**src/verilog/smbio_defines.svh**
```systemverilog
// constants for the smbus i/o expander core
`ifndef SMBIO_DEFINES_SVH
`define SMBIO_DEFINES_SVH
`define SMBIO_CMD_NLEV   8'h00
`define SMBIO_CMD_NRISE  8'h01
`define SMBIO_CMD_NFALL  8'h02
`define SMBIO_CMD_SLEV   8'h03
`define SMBIO_CMD_SRISE  8'h04
`define SMBIO_CMD_SFALL  8'h05
`define SMBIO_CMD_STATUS 8'h06
`define SMBIO_CMD_RESAMP 8'h07
`define SMBIO_CMD_SWRST  8'h08
`define SMBIO_CMD_MAKER  8'hFE
`define SMBIO_RST_LEV_LOW 8'h00
`define SMBIO_RST_LEV_HIZ 8'hFF
`define SMBIO_RST_MASK    8'hFF
`define SMBIO_ALERT_ADDR  7'h0C
`endif

```
**src/verilog/smbio_pkg.sv**
```systemverilog
// types for the smbus i/o expander core
package smbio_pkg;
  typedef logic [7:0] smbio_byte_t;
  typedef enum logic [7:0] {
    SMBIO_IDLE  = 8'h01,
    SMBIO_ADDR  = 8'h02,
    SMBIO_AACK  = 8'h04,
    SMBIO_WRX   = 8'h08,
    SMBIO_WACK  = 8'h10,
    SMBIO_TX    = 8'h20,
    SMBIO_TACK  = 8'h40,
    SMBIO_SKIP  = 8'h80
  } smbio_state_t;
endpackage : smbio_pkg

```
**src/verilog/smbio_edge_latch.sv**
```systemverilog
// per-pin edge detector and pending interrupt flag
`timescale 1ns/10ps
module smbio_edge_latch #(
  parameter int WIDTH = 8
) (
  // clock and reset
  input  wire logic             core_clk,
  input  wire logic             rstn,
  // pins and masks
  input  wire logic [WIDTH-1:0] pin_in,
  input  wire logic [WIDTH-1:0] rise_mask,
  input  wire logic [WIDTH-1:0] fall_mask,
  // control
  input  wire logic             clear,
  output logic                  pending
);
  logic [WIDTH-1:0] last_pin;
  logic [WIDTH-1:0] hit;
  logic             next_pending;

  // rise and fall gated per bit
  genvar g;
  generate
    for (g = 0; g < WIDTH; g++) begin : g_bit
      assign hit[g] = (pin_in[g] & ~last_pin[g] & ~rise_mask[g]) |
                      (~pin_in[g] & last_pin[g] & ~fall_mask[g]);
    end
  endgenerate

  assign next_pending = (|hit) | (pending & ~clear);

  // last_pin resets high-less: first sample after reset may flag an edge, masks start set
  always_ff @(posedge core_clk or negedge rstn) begin
    if (!rstn) begin
      last_pin <= '0;
      pending  <= 1'b0;
    end else begin
      last_pin <= pin_in;
      pending  <= next_pending;
    end
  end
endmodule : smbio_edge_latch

```
**src/verilog/smbio_core.sv**
```systemverilog
// smbus i/o expander register, bus slave and alert core
`timescale 1ns/10ps
`include "smbio_defines.svh"
module smbio_core #(
  parameter int          WIDTH      = 8,
  parameter bit          HIZ_VARIANT = 1'b0,
  parameter logic [7:0]  MAKER_ID   = 8'hA5, // arbitrary value
  parameter logic [6:0]  ADDR_BASE  = 7'h10
) (
  // clock and reset
  input  wire logic              core_clk,
  input  wire logic              rstn,
  input  wire logic              uvlo,
  // smbus pins, sampled synchronously
  input  wire logic              scl_in,
  input  wire logic              sda_in,
  output logic                   sda_out,
  output logic                   sda_oe,
  // address straps and mode
  input  wire logic [3:0]        addr_sel,
  input  wire logic              suspend_select_in,
  input  wire logic              thermal_fault,
  // i/o pins
  input  wire logic [WIDTH-1:0]  io_in,
  output logic [WIDTH-1:0]       io_out,
  output logic [WIDTH-1:0]       io_oe,
  // alert pin
  output logic                   alert_out,
  output logic                   alert_oe,
  // observed state
  output logic [6:0]             slave_addr
);
  import smbio_pkg::*;

  smbio_state_t state;
  smbio_state_t next_state;
  smbio_byte_t  normal_output_levels;
  smbio_byte_t  normal_rise_mask;
  smbio_byte_t  normal_fall_mask;
  smbio_byte_t  suspend_output_levels;
  smbio_byte_t  suspend_rise_mask;
  smbio_byte_t  suspend_fall_mask;
  smbio_byte_t  cmd;
  smbio_byte_t  shreg;
  smbio_byte_t  txreg;
  logic [3:0]   bitcnt;
  logic [1:0]   bytecnt;
  logic         is_read;
  logic         is_alert;
  logic         scl_d;
  logic         sda_d;
  logic         resample;
  logic         sw_reset;
  logic         pending;
  logic         alert_won;
  logic         alert_clear;

  localparam smbio_byte_t RST_LEV = HIZ_VARIANT ? `SMBIO_RST_LEV_HIZ : `SMBIO_RST_LEV_LOW;

  // bus conditions
  wire scl_rise   = scl_in & ~scl_d;
  wire scl_fall   = ~scl_in & scl_d;
  wire start_cond = scl_in & scl_d & sda_d & ~sda_in;
  wire stop_cond  = scl_in & scl_d & ~sda_d & sda_in;
  wire [6:0] strap_addr = ADDR_BASE + {3'h0, addr_sel};
  wire [7:0] rx_byte  = {shreg[6:0], sda_in};
  // matched on the ninth falling edge, when shreg holds the whole byte
  wire addr_match  = (shreg[7:1] == slave_addr);
  wire alert_match = (shreg[7:1] == `SMBIO_ALERT_ADDR) & shreg[0] & pending;

  wire smbio_byte_t act_lev  = suspend_select_in ? normal_output_levels : suspend_output_levels;
  wire smbio_byte_t act_rise = suspend_select_in ? normal_rise_mask : suspend_rise_mask;
  wire smbio_byte_t act_fall = suspend_select_in ? normal_fall_mask : suspend_fall_mask;

  // register read decode, used for both read paths
  function automatic smbio_byte_t read_reg(input smbio_byte_t c);
    unique case (c)
      `SMBIO_CMD_NLEV:   read_reg = normal_output_levels;
      `SMBIO_CMD_NRISE:  read_reg = normal_rise_mask;
      `SMBIO_CMD_NFALL:  read_reg = normal_fall_mask;
      `SMBIO_CMD_SLEV:   read_reg = suspend_output_levels;
      `SMBIO_CMD_SRISE:  read_reg = suspend_rise_mask;
      `SMBIO_CMD_SFALL:  read_reg = suspend_fall_mask;
      `SMBIO_CMD_STATUS: read_reg = io_in;
      `SMBIO_CMD_MAKER:  read_reg = MAKER_ID;
      default:           read_reg = 8'h00;
    endcase
  endfunction : read_reg

  // write target test; unmapped codes other than redirects are ignored
  function automatic logic is_redirect(input smbio_byte_t c);
    is_redirect = (c == `SMBIO_CMD_STATUS) || (c == `SMBIO_CMD_RESAMP) ||
                  (c == `SMBIO_CMD_SWRST) || (c == `SMBIO_CMD_MAKER);
  endfunction : is_redirect

  // byte ends on the fall after its eighth bit, so the ack lands in the ninth low phase
  wire ack_bit_done = (bitcnt == 4'h8) & scl_fall;
  wire cmd_byte     = (bytecnt == 2'h1);
  wire data_wr      = (state == SMBIO_WACK) & scl_fall & (bytecnt == 2'h2);
  wire cmd_rx       = (state == SMBIO_WACK) & scl_fall & cmd_byte;
  wire cmd_resamp = cmd_rx & ((shreg == `SMBIO_CMD_RESAMP) | (shreg == `SMBIO_CMD_SWRST));
  wire cmd_swrst  = cmd_rx & (shreg == `SMBIO_CMD_SWRST);
  // lost arbitration: driving high while bus low
  wire arb_lost   = (state == SMBIO_TX) & is_alert & scl_rise & txreg[7] & ~sda_in;

  // next state of the byte engine
  always_comb begin
    next_state = state;
    unique case (state)
      SMBIO_IDLE: next_state = state;
      SMBIO_ADDR: if (ack_bit_done) next_state = (addr_match | alert_match) ? SMBIO_AACK : SMBIO_SKIP;
      SMBIO_AACK: if (scl_fall) next_state = is_read ? SMBIO_TX : SMBIO_WRX;
      SMBIO_WRX:  if (ack_bit_done) next_state = SMBIO_WACK;
      SMBIO_WACK: if (scl_fall) next_state = SMBIO_WRX;
      SMBIO_TX:   if (arb_lost) next_state = SMBIO_SKIP;
                  else if (ack_bit_done) next_state = SMBIO_TACK;
      SMBIO_TACK: if (scl_rise) next_state = sda_in ? SMBIO_SKIP : SMBIO_TX;
      SMBIO_SKIP: next_state = state;
    endcase
    if (start_cond) next_state = SMBIO_ADDR;
    else if (stop_cond) next_state = SMBIO_IDLE;
  end

  // byte engine: shift, count, address ack handling
  always_ff @(posedge core_clk or negedge rstn) begin
    if (!rstn) begin
      state    <= SMBIO_IDLE;
      scl_d    <= 1'b1;
      sda_d    <= 1'b1;
      shreg    <= 8'h00;
      txreg    <= 8'hFF;
      bitcnt   <= 4'h0;
      bytecnt  <= 2'h0;
      is_read  <= 1'b0;
      is_alert <= 1'b0;
    end else begin
      scl_d <= scl_in;
      sda_d <= sda_in;
      state <= next_state;
      if (start_cond) begin
        bitcnt <= 4'h0;
      end else if (scl_rise && bitcnt != 4'h8 && state != SMBIO_TX) begin
        shreg  <= rx_byte;
        bitcnt <= bitcnt + 4'h1;
      end
      if (state == SMBIO_ADDR && ack_bit_done) begin
        is_read  <= shreg[0];
        is_alert <= alert_match & ~addr_match;
      end
      if (state == SMBIO_AACK && scl_fall) begin
        bitcnt  <= 4'h0;
        bytecnt <= 2'h1;
        txreg   <= is_alert ? {slave_addr, 1'b1} : read_reg(cmd);
      end else if (state == SMBIO_WACK && scl_fall) begin
        bitcnt  <= 4'h0;
        bytecnt <= (bytecnt == 2'h3) ? 2'h3 : bytecnt + 2'h1;
      end else if (state == SMBIO_TX) begin
        // count on rise, shift on fall: sda must only move while scl is low
        if (scl_rise && !arb_lost) bitcnt <= bitcnt + 4'h1;
        if (scl_fall) txreg <= {txreg[6:0], 1'b1};
      end else if (state == SMBIO_TACK && scl_rise) begin
        bitcnt <= 4'h0;
        txreg  <= read_reg(cmd);
      end
    end
  end

  // clear when alert byte fully sent and won, or on software reset
  assign alert_won   = is_alert & (state == SMBIO_TX) & ack_bit_done & ~arb_lost;
  assign alert_clear = alert_won | sw_reset;

  // command and register writes
  always_ff @(posedge core_clk or negedge rstn) begin
    if (!rstn) begin
      cmd      <= 8'h00;
      resample <= 1'b1;
      sw_reset <= 1'b0;
    end else begin
      resample <= cmd_resamp;
      sw_reset <= cmd_swrst;
      if (cmd_rx) cmd <= shreg;
    end
  end

  wire reg_rstn = rstn & ~uvlo;

  // register file; software reset acts as synchronous clear
  always_ff @(posedge core_clk or negedge reg_rstn) begin
    if (!reg_rstn) begin
      normal_output_levels  <= RST_LEV;
      suspend_output_levels <= RST_LEV;
      normal_rise_mask      <= `SMBIO_RST_MASK;
      normal_fall_mask      <= `SMBIO_RST_MASK;
      suspend_rise_mask     <= `SMBIO_RST_MASK;
      suspend_fall_mask     <= `SMBIO_RST_MASK;
    end else if (sw_reset) begin
      normal_output_levels  <= RST_LEV;
      suspend_output_levels <= RST_LEV;
      normal_rise_mask      <= `SMBIO_RST_MASK;
      normal_fall_mask      <= `SMBIO_RST_MASK;
      suspend_rise_mask     <= `SMBIO_RST_MASK;
      suspend_fall_mask     <= `SMBIO_RST_MASK;
    end else if (data_wr) begin
      if (cmd == `SMBIO_CMD_NLEV || is_redirect(cmd)) normal_output_levels <= shreg;
      if (cmd == `SMBIO_CMD_NRISE) normal_rise_mask      <= shreg;
      if (cmd == `SMBIO_CMD_NFALL) normal_fall_mask      <= shreg;
      if (cmd == `SMBIO_CMD_SLEV)  suspend_output_levels <= shreg;
      if (cmd == `SMBIO_CMD_SRISE) suspend_rise_mask     <= shreg;
      if (cmd == `SMBIO_CMD_SFALL) suspend_fall_mask     <= shreg;
    end
  end

  // address strap capture, clocked after release
  always_ff @(posedge core_clk or negedge rstn) begin
    if (!rstn) begin
      slave_addr <= 7'h00;
    end else if (resample) begin
      slave_addr <= strap_addr;
    end
  end

  // clearing touches only the pending flag
  smbio_edge_latch #(
    .WIDTH     (WIDTH)
  ) u_edge (
    .core_clk  (core_clk),
    .rstn      (rstn),
    .pin_in    (io_in),
    .rise_mask (act_rise),
    .fall_mask (act_fall),
    .clear     (alert_clear),
    .pending   (pending)
  );

  // pin-side outputs, registered
  wire sda_drive = ((state == SMBIO_AACK) | (state == SMBIO_WACK)) |
                   ((state == SMBIO_TX) & ~txreg[7]);
  always_ff @(posedge core_clk or negedge rstn) begin
    if (!rstn) begin
      io_out    <= '0;
      io_oe     <= '0;
      sda_out   <= 1'b0;
      sda_oe    <= 1'b0;
      alert_out <= 1'b0;
      alert_oe  <= 1'b0;
    end else begin
      io_out    <= '0;
      // zero pulls low; thermal fault releases all
      io_oe     <= ~act_lev & {WIDTH{~thermal_fault}};
      sda_out   <= 1'b0;
      sda_oe    <= sda_drive & ~arb_lost;
      alert_out <= 1'b0;
      // alert low on pending or fault
      alert_oe  <= pending | thermal_fault;
    end
  end
endmodule : smbio_core

```
**config.mk**
```make
export PLATFORM = sky130hd
export DESIGN_NAME = smbio_core
export DESIGN_NICKNAME = d
export VERILOG_FILES = /design/src/verilog/smbio_pkg.sv /design/src/verilog/smbio_edge_latch.sv /design/src/verilog/smbio_core.sv
export VERILOG_INCLUDE_DIRS = /design/src /design/src/verilog
export SDC_FILE = /design/constraint.sdc
export NUM_CORES = 1
export LEC_CHECK = 0
export ABC_AREA = 0
export BUFFER_PORTS_ARGS = -buffer_cell sky130_fd_sc_hd__buf_2
export CELL_PAD_IN_SITES_DETAIL_PLACEMENT = 0
export CELL_PAD_IN_SITES_GLOBAL_PLACEMENT = 1
export CORE_UTILIZATION = 24
export CTS_CLUSTER_DIAMETER = 200
export DETAILED_ROUTE_END_ITERATION = 8
export GPL_TIMING_DRIVEN = 0
export PLACE_DENSITY_LB_ADDON = 0.1
export SLEW_MARGIN = 20
export SYNTH_ARGS = -nofsm -noshare
export SYNTH_HDL_FRONTEND = slang
export SYNTH_HIERARCHICAL = 1
export SYNTH_SLANG_ARGS = --single-unit
```
**constraint.sdc**
```tcl
create_clock -name core_clk -period 7.2 [get_ports core_clk]
set_clock_uncertainty 0.15 [all_clocks]
set_input_delay 1.44 -clock core_clk [delete_from_list [all_inputs] [get_ports core_clk]]
set_output_delay 1.44 -clock core_clk [all_outputs]
set_load 0.02 [all_outputs]
```
### After elaboration in Yosys (flattened, before gate mapping)

Index checks and enable logic that the tools add are counted.
Widths: inputs -> output; s select.

| storage, ports and cells | value |
|---|---|
| register bits | 118 |
| bits of input ports | 19 |
| word-level logic and storage cells | 265 |
| output and inout port bits | 27 |

| cells by class | value |
|---|---|
| add/sub/neg operators | 3 |
| multiplexer cells | 51 |
| bitwise operators | 118 |
| eq/ne operators | 36 |
| reduce and logical (&&, ||, !) cells | 33 |

Operator list:

| kind | count |
|---|---|
| $mux 8 | 38 |
| $pmux 8 s8 | 1 |
| $and 1x1->1 | 58 |
| $eq 8x3->1 const B | 6 |
| $pmux 8 s6 | 1 |
| $not 1->1 | 43 |
| $mux 4 | 7 |
| $eq 8x2->1 const B | 3 |
| $eq 8x4->1 const B | 3 |
| $ne 4x4->1 const B | 6 |
| $eq 8x1->1 const B | 2 |
| $eq 8x8->1 const B | 2 |
| $reduce_bool 2->1 | 8 |
| $or 1x1->1 | 15 |
| $reduce_and 2->1 | 7 |
| $and 8x8->8 | 1 |
| $eq 8x5->1 const B | 1 |
| $eq 8x6->1 const B | 1 |
| $eq 8x7->1 const B | 1 |
| $logic_not 8->1 | 1 |
| $ne 8x6->1 const B | 1 |
| $not 8->8 | 1 |
| $reduce_or 8->1 | 1 |
| $eq 7x4->1 const B | 1 |
| 20 further kinds | 32 |

### Logic depth before layout (Yosys ltp)

Gate-level depths: netlist of run 1.

| logic depth | value |
|---|---|
| word-level depth | 11 |
| depth in mapped cells | 10 |
| depth with buffers taken out | 9 |

### Hierarchy

The synthesis of run 1 kept the hierarchy.

By module, submodules not included:

| module | cells an instance | times used | area each (um^2) | seq. area each (um^2) |
|---|---|---|---|---|
| smbio_core | 572 | 1 | 5920.7 | 2732.6 |
| smbio_edge_latch | 38 | 1 | 384.1 | 225.2 |

### Worst setup path after synthesis of run 1

No wires, ideal clock.

| path | value |
|---|---|
| kind | input to register |
| from | in scl_in |
| to | reg normal_rise_mask[0] |
| arrival | 3261 ps |
| required time | 6968 ps |
| library setup time | 82 ps |
| cell stages on the path | 7 |
| path buffers | 2 |
| setup slack | 3707 ps |
| cell sequence | or4b_1 nor4b_4 and4_1 buf_2 buf_4 nand2_2 a211o_1 |

| between the ends | value |
|---|---|
| longest elaborated chain between the ends | 6 |

RTL lines:

| item | line | RTL |
|---|---|---|
| start, declared | smbio_core.sv:15 | `input wire logic scl_in,` |
| $not 1->1 | smbio_core.sv:62 | `wire scl_fall = ~scl_in & scl_d;` |
| $and 1x1->1 | smbio_core.sv:62 |  |
| $and 1x1->1 (2 in series) | smbio_core.sv:99 | `wire data_wr = (state == SMBIO_WACK) & scl_fall & (bytecnt == 2'h2);` |
| $reduce_bool 2->1 (no line) | -- |  |
| $reduce_and 2->1 (no line) | -- |  |
| end signal, assigned | smbio_core.sv:192 | `` normal_rise_mask <= `SMBIO_RST_MASK; `` |
| end signal, assigned | smbio_core.sv:199 | `` normal_rise_mask <= `SMBIO_RST_MASK; `` |
| end signal, assigned | smbio_core.sv:205 | `` if (cmd == `SMBIO_CMD_NRISE) normal_rise_mask <= shreg; `` |
| end, declared | smbio_core.sv:38 | `smbio_byte_t normal_rise_mask;` |

No other way between the ends.
A chain may end at the register's enable or synchronous reset.

### Worst setup path after layout of run 1

| path | value |
|---|---|
| from | in scl_in |
| to | reg normal_fall_mask[5] |

| between the ends | value |
|---|---|
| longest elaborated chain between the ends | 6 |

RTL lines:

| item | line | RTL |
|---|---|---|
| $not 1->1 | smbio_core.sv:62 |  |
| $and 1x1->1 | smbio_core.sv:62 |  |
| $and 1x1->1 (2 in series) | smbio_core.sv:99 |  |
| $reduce_bool 2->1 (no line) | -- |  |
| $reduce_and 2->1 (no line) | -- |  |
| end signal, assigned | smbio_core.sv:193 | `` normal_fall_mask <= `SMBIO_RST_MASK; `` |
| end signal, assigned | smbio_core.sv:200 | `` normal_fall_mask <= `SMBIO_RST_MASK; `` |
| end signal, assigned | smbio_core.sv:206 | `` if (cmd == `SMBIO_CMD_NFALL) normal_fall_mask <= shreg; `` |
| end, declared | smbio_core.sv:39 | `smbio_byte_t normal_fall_mask;` |

No other way between the ends.

==> results.cfg, run 1 <==
[detailed_routing]
route.met2.wl_mm = 9.34
drc_errors = 0
wl_per_cell_um = 21.1
initialDrtViolationCount = 312
wl_met3_um = 767
highest_layer = met4
ant_nets = 0
wl_met1_mm = 11.0
viasPerCell = 4.94
firstDrtPassIters = 5
routed_wl_mm = 21.5
vias = 5026

[cells_and_area]
synthToLayoutAreaGrowth_pct = 20.9
nFillCells = 2669
finalInstanceArea_sq_um = 7620
antenna_cells = 0
nNetsFinal = 696
multiInputGateArea_sq_um = 3110
layout-drive-gt1-share_pct = 27.9
seq_area_sq_um = 2960
finalNonFillerCells = 1018

[logic_synthesis]
synth_commonest_cells = 72 x dfrtp_1, 50 x nor2_1, 45 x nand2_1, 44 x dfstp_2, 41 x mux2_2
syn-instance-count = 610
synth.largest_area_cell = dfrtp_1
synthDistinctLibCells = 66
synth_most_common_cell = dfrtp_1
netlist_area_sq_um = 6300
synthFlopType = dfrtp_1
postSynth.asyncResetShare_pct = 100
ys_seq_area_share_pct = 46.9
yosys-top-cells-area = dfrtp_1 29%, dfstp_2 18%, mux2_2 7.3%
synth_top_cell_area_share_pct = 28.6
avgSynthCellArea_sq_um = 10.3
yosys_warnings = 6
synth_edf_count = 0
ys_seq_elements = 116

[clock_network]
cts_buffers = 17
cts.sinks = 116
ctsLongestPathBuffers = 2
clk_latency_ps = 430
hold_buffers = 0
htree_num_levels = 4
cts_setup_buffers = 0
ctsResizeCount = 0
cts_tree = yes
clockRootBuffer = clkbuf_16
path_clk_slew_ps = 50

[worst_setup_path]
cp_cell_sequence = buf_2 -> or4b_1 -> nor4b_4 -> and4_1 -> buf_2 -> buf_4 -> nand2_2 -> a211o_1
critPathSlowestCell = or4b_1
cp-end-kind = flop
path_depth = 8
rr_worst_depth = 6
worst-path-buf-inv = 3
start_kind = primary input
worst-setup-path-type = in -> reg
critPathMaxFanout = 10
cpMostUsedCell = buf_2
cp_top_family = simple AND/OR/NAND/NOR gates
rrSetupSlack_ps = 3670
crit_path_max_incr_delay_ps = 550
arrival_ps = 4060
cp.required_ps = 7390

[timing]
setup_viol = 0
rsz0062_at_grt = false
slew_violations = 0
layout_min_cycle_time_ps = 3860
max_freq_mhz = 259
setup_ws_ps = 3340
hold_ws_ps = 317
finalCritPeriodShare_pct = 53.6
worst_pin_slew_ps = 1060
hold_viol = 0
slew_headroom_pct = 28.4

[place]
dp_hpwl_mm = 15.4
gp_congestion = 0.803
port_buffers = 32
dp.cells = 986
placed_cell_area_sq_um = 7020
post-place-ws_ps = 2940

[pwr]
finalPower_mw = 2.07
peakVddDrop_mv = 0.117
leakagePower_nw = 3.54
cellPowerDensity_nw_per_um2 = 271

[floorplan]
die_w_um = 164
num_rows = 58
die_h_um = 164
coreArea_sq_um = 25500
start_util_pct = 24.8
dieArea_sq_um = 26900
ios = 46

[min_path]
hold_depth = 2
hp-class = reg -> reg

[global_routing]
antenna_found_initial = 0
grt_pass1_wl_mm = 32.6
grt_max_degree = 53
grt_pass1_vias = 5006
overflow = 0
grt_usage_pct = 16.8

[status]
status = complete, no violations

[run]
cap_violations = 0
through the flow:
stage,setup TNS (ps),utilization (%)
2_1_floorplan,0,-
3_3_place_gp,-6510,27.2
3_5_place_dp,0,27.6
4_1_cts,0,29.9
5_1_grt,0,29.9
6_report,0,29.9
layout make-up:
type | instances | share of cell area [%]
Buffer | 52 | 3.43
Tap cell | 330 | 5.42
Clock buffer | 22 | 6.65
Inverter | 11 | 0.542
Sequential cell | 116 | 38.8
Timing Repair Buffer | 35 | 3.22
Clock inverter | 10 | 1.23
Multi-Input combinational cell | 442 | 40.7
cell families (layout without fill, tap and decap cells):
group / after synthesis / in the layout / synth area share, %
DFF: 116 / 116 / 46.9
buffers and inverters: 63 / 130 / 4.80
adders and majority gates: 2 / 2 / 0.397
xor gates and xnor gates: 7 / 7 / 0.972
and+or+nand+nor: 228 / 228 / 20.1
AOI/OAI and AO/OA: 129 / 129 / 14.8
muxes: 64 / 64 / 12.0
other: 1 / 12 / 0.0595
power by group:
group / switching [mW] / internal [mW]
Clock: 0.326 / 0.534
Sequential: 0.0513 / 0.719
Combinational: 0.289 / 0.150
Total: 0.667 / 1.40
path summary, 6_finish.rpt:
path,start,end
worst max-delay path,scl_in,normal_fall_mask[5]
worst min-delay path,txreg[0],txreg[0]
worst max register to register,state[7],txreg[1]
worst min register to register,txreg[0],txreg[0]
max in group asynchronous,rstn,normal_fall_mask[6]
min in group asynchronous,rstn,io_oe[3]
tightest hold or removal path, stage by stage, from the launching register on:
cell and delay, ps:
dfstp_2 370, inv_1 40, a21oi_1 50
routing by layer:
| layer | up-vias | global-route usage, % |
|---|---|---|
| li1 | 2344 | - |
| met1 | 2555 | 24.9 |
| met2 | 105 | 24.8 |
| met3 | 22 | 2.45 |
| met4 | 0 | 5.43 |
| met5 | - | 0 |
cell usage in the layout, fill, tap and decap left out, types with 3 or more instances in the layout:
cell type / n
a211oi_1: 12
a211o_1: 33
a221oi_1: 3
nor3b_1: 8
and3_1: 19
nor2_1: 50
a21oi_1: 29
clkbuf_1: 33
buf_16: 3
nor3_1: 9
mux2i_1: 18
clkbuf_16: 19
xnor2_1: 5
nor2b_1: 39
mux2_2: 41
buf_1: 3
o22ai_1: 7
buf_2: 33
dfrtp_1: 72
nand3_1: 11
nand2b_1: 7
a22oi_1: 5
o21ai_0: 10
buf_4: 14
or4_1: 4
clkinvlp_4: 4
dfstp_2: 44
or3_1: 4
nand4_1: 3
mux4_2: 5
conb_1: 12
inv_1: 11
o31ai_1: 6
nor4_1: 5
nand2_1: 45
a31oi_1: 7
No activity file was read; power rests on OpenSTA's default activity.
==> run 2, diff against run 1 <==
==> constraint.sdc (replaced) <==
create_clock -name core_clk -period 3.4 [get_ports core_clk]
set_clock_uncertainty 0.15 [all_clocks]
set_input_delay 0.68 -clock core_clk [delete_from_list [all_inputs] [get_ports core_clk]]
set_output_delay 0.68 -clock core_clk [all_outputs]
set_load 0.02 [all_outputs]
==> results.cfg, run 2 (synthesis gave the netlist of run 1 again) <==
[timing]
slew_violations = 0
hold_viol = 0
setup_viol = 0
layout_min_cycle_time_ps = 3280
finalCritPeriodShare_pct = 96.4
max_freq_mhz = 305
setup_ws_ps = 121
final.setup.tns_ps = 0
rsz0062_at_grt = false
slew_headroom_pct = 32.9
worst_pin_slew_ps = 1000

[worst_setup_path]
cp-end-kind = flop
critPathMaxFanout = 10
start_kind = flop
worst-setup-path-type = reg -> reg
cp_top_family = simple AND/OR/NAND/NOR gates
crit_path_max_incr_delay_ps = 620
worst-path-buf-inv = 2
cp_cell_sequence = or4b_1 -> nor4b_4 -> and4_1 -> buf_2 -> buf_4 -> nand2_2 -> a211o_1
arrival_ps = 3470
critPathSlowestCell = dfstp_2
cp.required_ps = 3590

[detailed_routing]
wl_per_cell_um = 21.1
routed_wl_mm = 21.6
vias = 5023
viasPerCell = 4.92
ant_nets = 0
drc_errors = 0
wl_met3_mm = 1.19
highest_layer = met4
firstDrtPassIters = 4
route.met2.wl_mm = 9.51
initialDrtViolationCount = 288
wl_met1_mm = 10.5

[global_routing]
grt_pass1_wl_mm = 32.6
overflow = 0
grt_max_degree = 52
grt_usage_pct = 16.9
grt_pass1_vias = 4978
antenna_found_initial = 1

[cells_and_area]
finalNonFillerCells = 1020
synthToLayoutAreaGrowth_pct = 21.8
layout-drive-gt1-share_pct = 28.4
final_cell_mix = 72 x dfrtp_1, 50 x nor2_1, 45 x nand2_1
nNetsFinal = 698
seq_area_sq_um = 2960
fin_util_pct = 30.2
multiInputGateArea_sq_um = 3130
layout_commonest_cell = dfrtp_1
nFillCells = 2653
antenna_cells = 0

[floorplan]
num_rows = 58
die_h_um = 164
ios = 46
die_w_um = 164
start_util_pct = 24.8
coreArea_sq_um = 25500
dieArea_sq_um = 26900

[pwr]
cellPowerDensity_nw_per_um2 = 578
peakVddDrop_mv = 0.271
leakagePower_nw = 3.56
finalPower_mw = 4.44

[place]
dp.cells = 986
port_buffers = 32
dp_hpwl_mm = 15.3
gp_congestion = 0.803
post-place-ws_ps = -114

[run]
cap_violations = 0

[clock_network]
clockRootBuffer = clkbuf_16
cts_tree = yes
path_clk_slew_ps = 60
clk_latency_ps = 420
cts.sinks = 116
cts_buffers = 17
ctsLongestPathBuffers = 2
htree_num_levels = 4

[status]
status = complete, no violations

[min_path]
hp-class = in -> async
run 2: routing by layer:
layer,up-vias,GRT usage [%]
li1,2339,-
met1,2526,24.1
met2,131,24.9
met3,27,4.02
met4,0,5.60
met5,-,0
run 2: timing repair:
action,CTS,global route
hold buffers,0,0
setup buffers,0,2
gates resized for setup,0,4
endpoints found under the setup margin,0,22
run 2: stage by stage:
stage	area (sq um)	hold WS, ps
global route	7680	17.8
detailed placement	7020	318
floorplan	6350	234
global placement	6920	312
CTS	7630	5.61
finish	7680	6.48
run 2: cell type report:
type / count / area share, %
plain buffers: 52 / 3.40
repair buffers: 37 / 3.55
inverters: 11 / 0.538
multi-input cells: 442 / 40.7
clock buffers: 23 / 6.22
clock inverters: 9 / 1.66
flip-flops and latches: 116 / 38.5
well taps: 330 / 5.38
run 2: power breakdown:
part | switching, mW | internal, mW
Clock | 0.657 | 1.21
Sequential | 0.105 | 1.52
Combinational | 0.628 | 0.320
Total | 1.39 | 3.05
run 2: final timing paths:
kind | startpoint | to | slack, ps | cells after the start
worst min-delay path | rstn | io_oe[5] | 6 | 1
min in group core_clk | io_in[2] | u_edge/last_pin[2] | 260 | 1
worst max-delay path | scl_d | normal_fall_mask[5] | 120 | 7
worst max register to register | scl_d | normal_fall_mask[5] | 120 | 7
worst min register to register | txreg[3] | txreg[3] | 330 | 2
max in group asynchronous | rstn | normal_fall_mask[7] | 1850 | 4
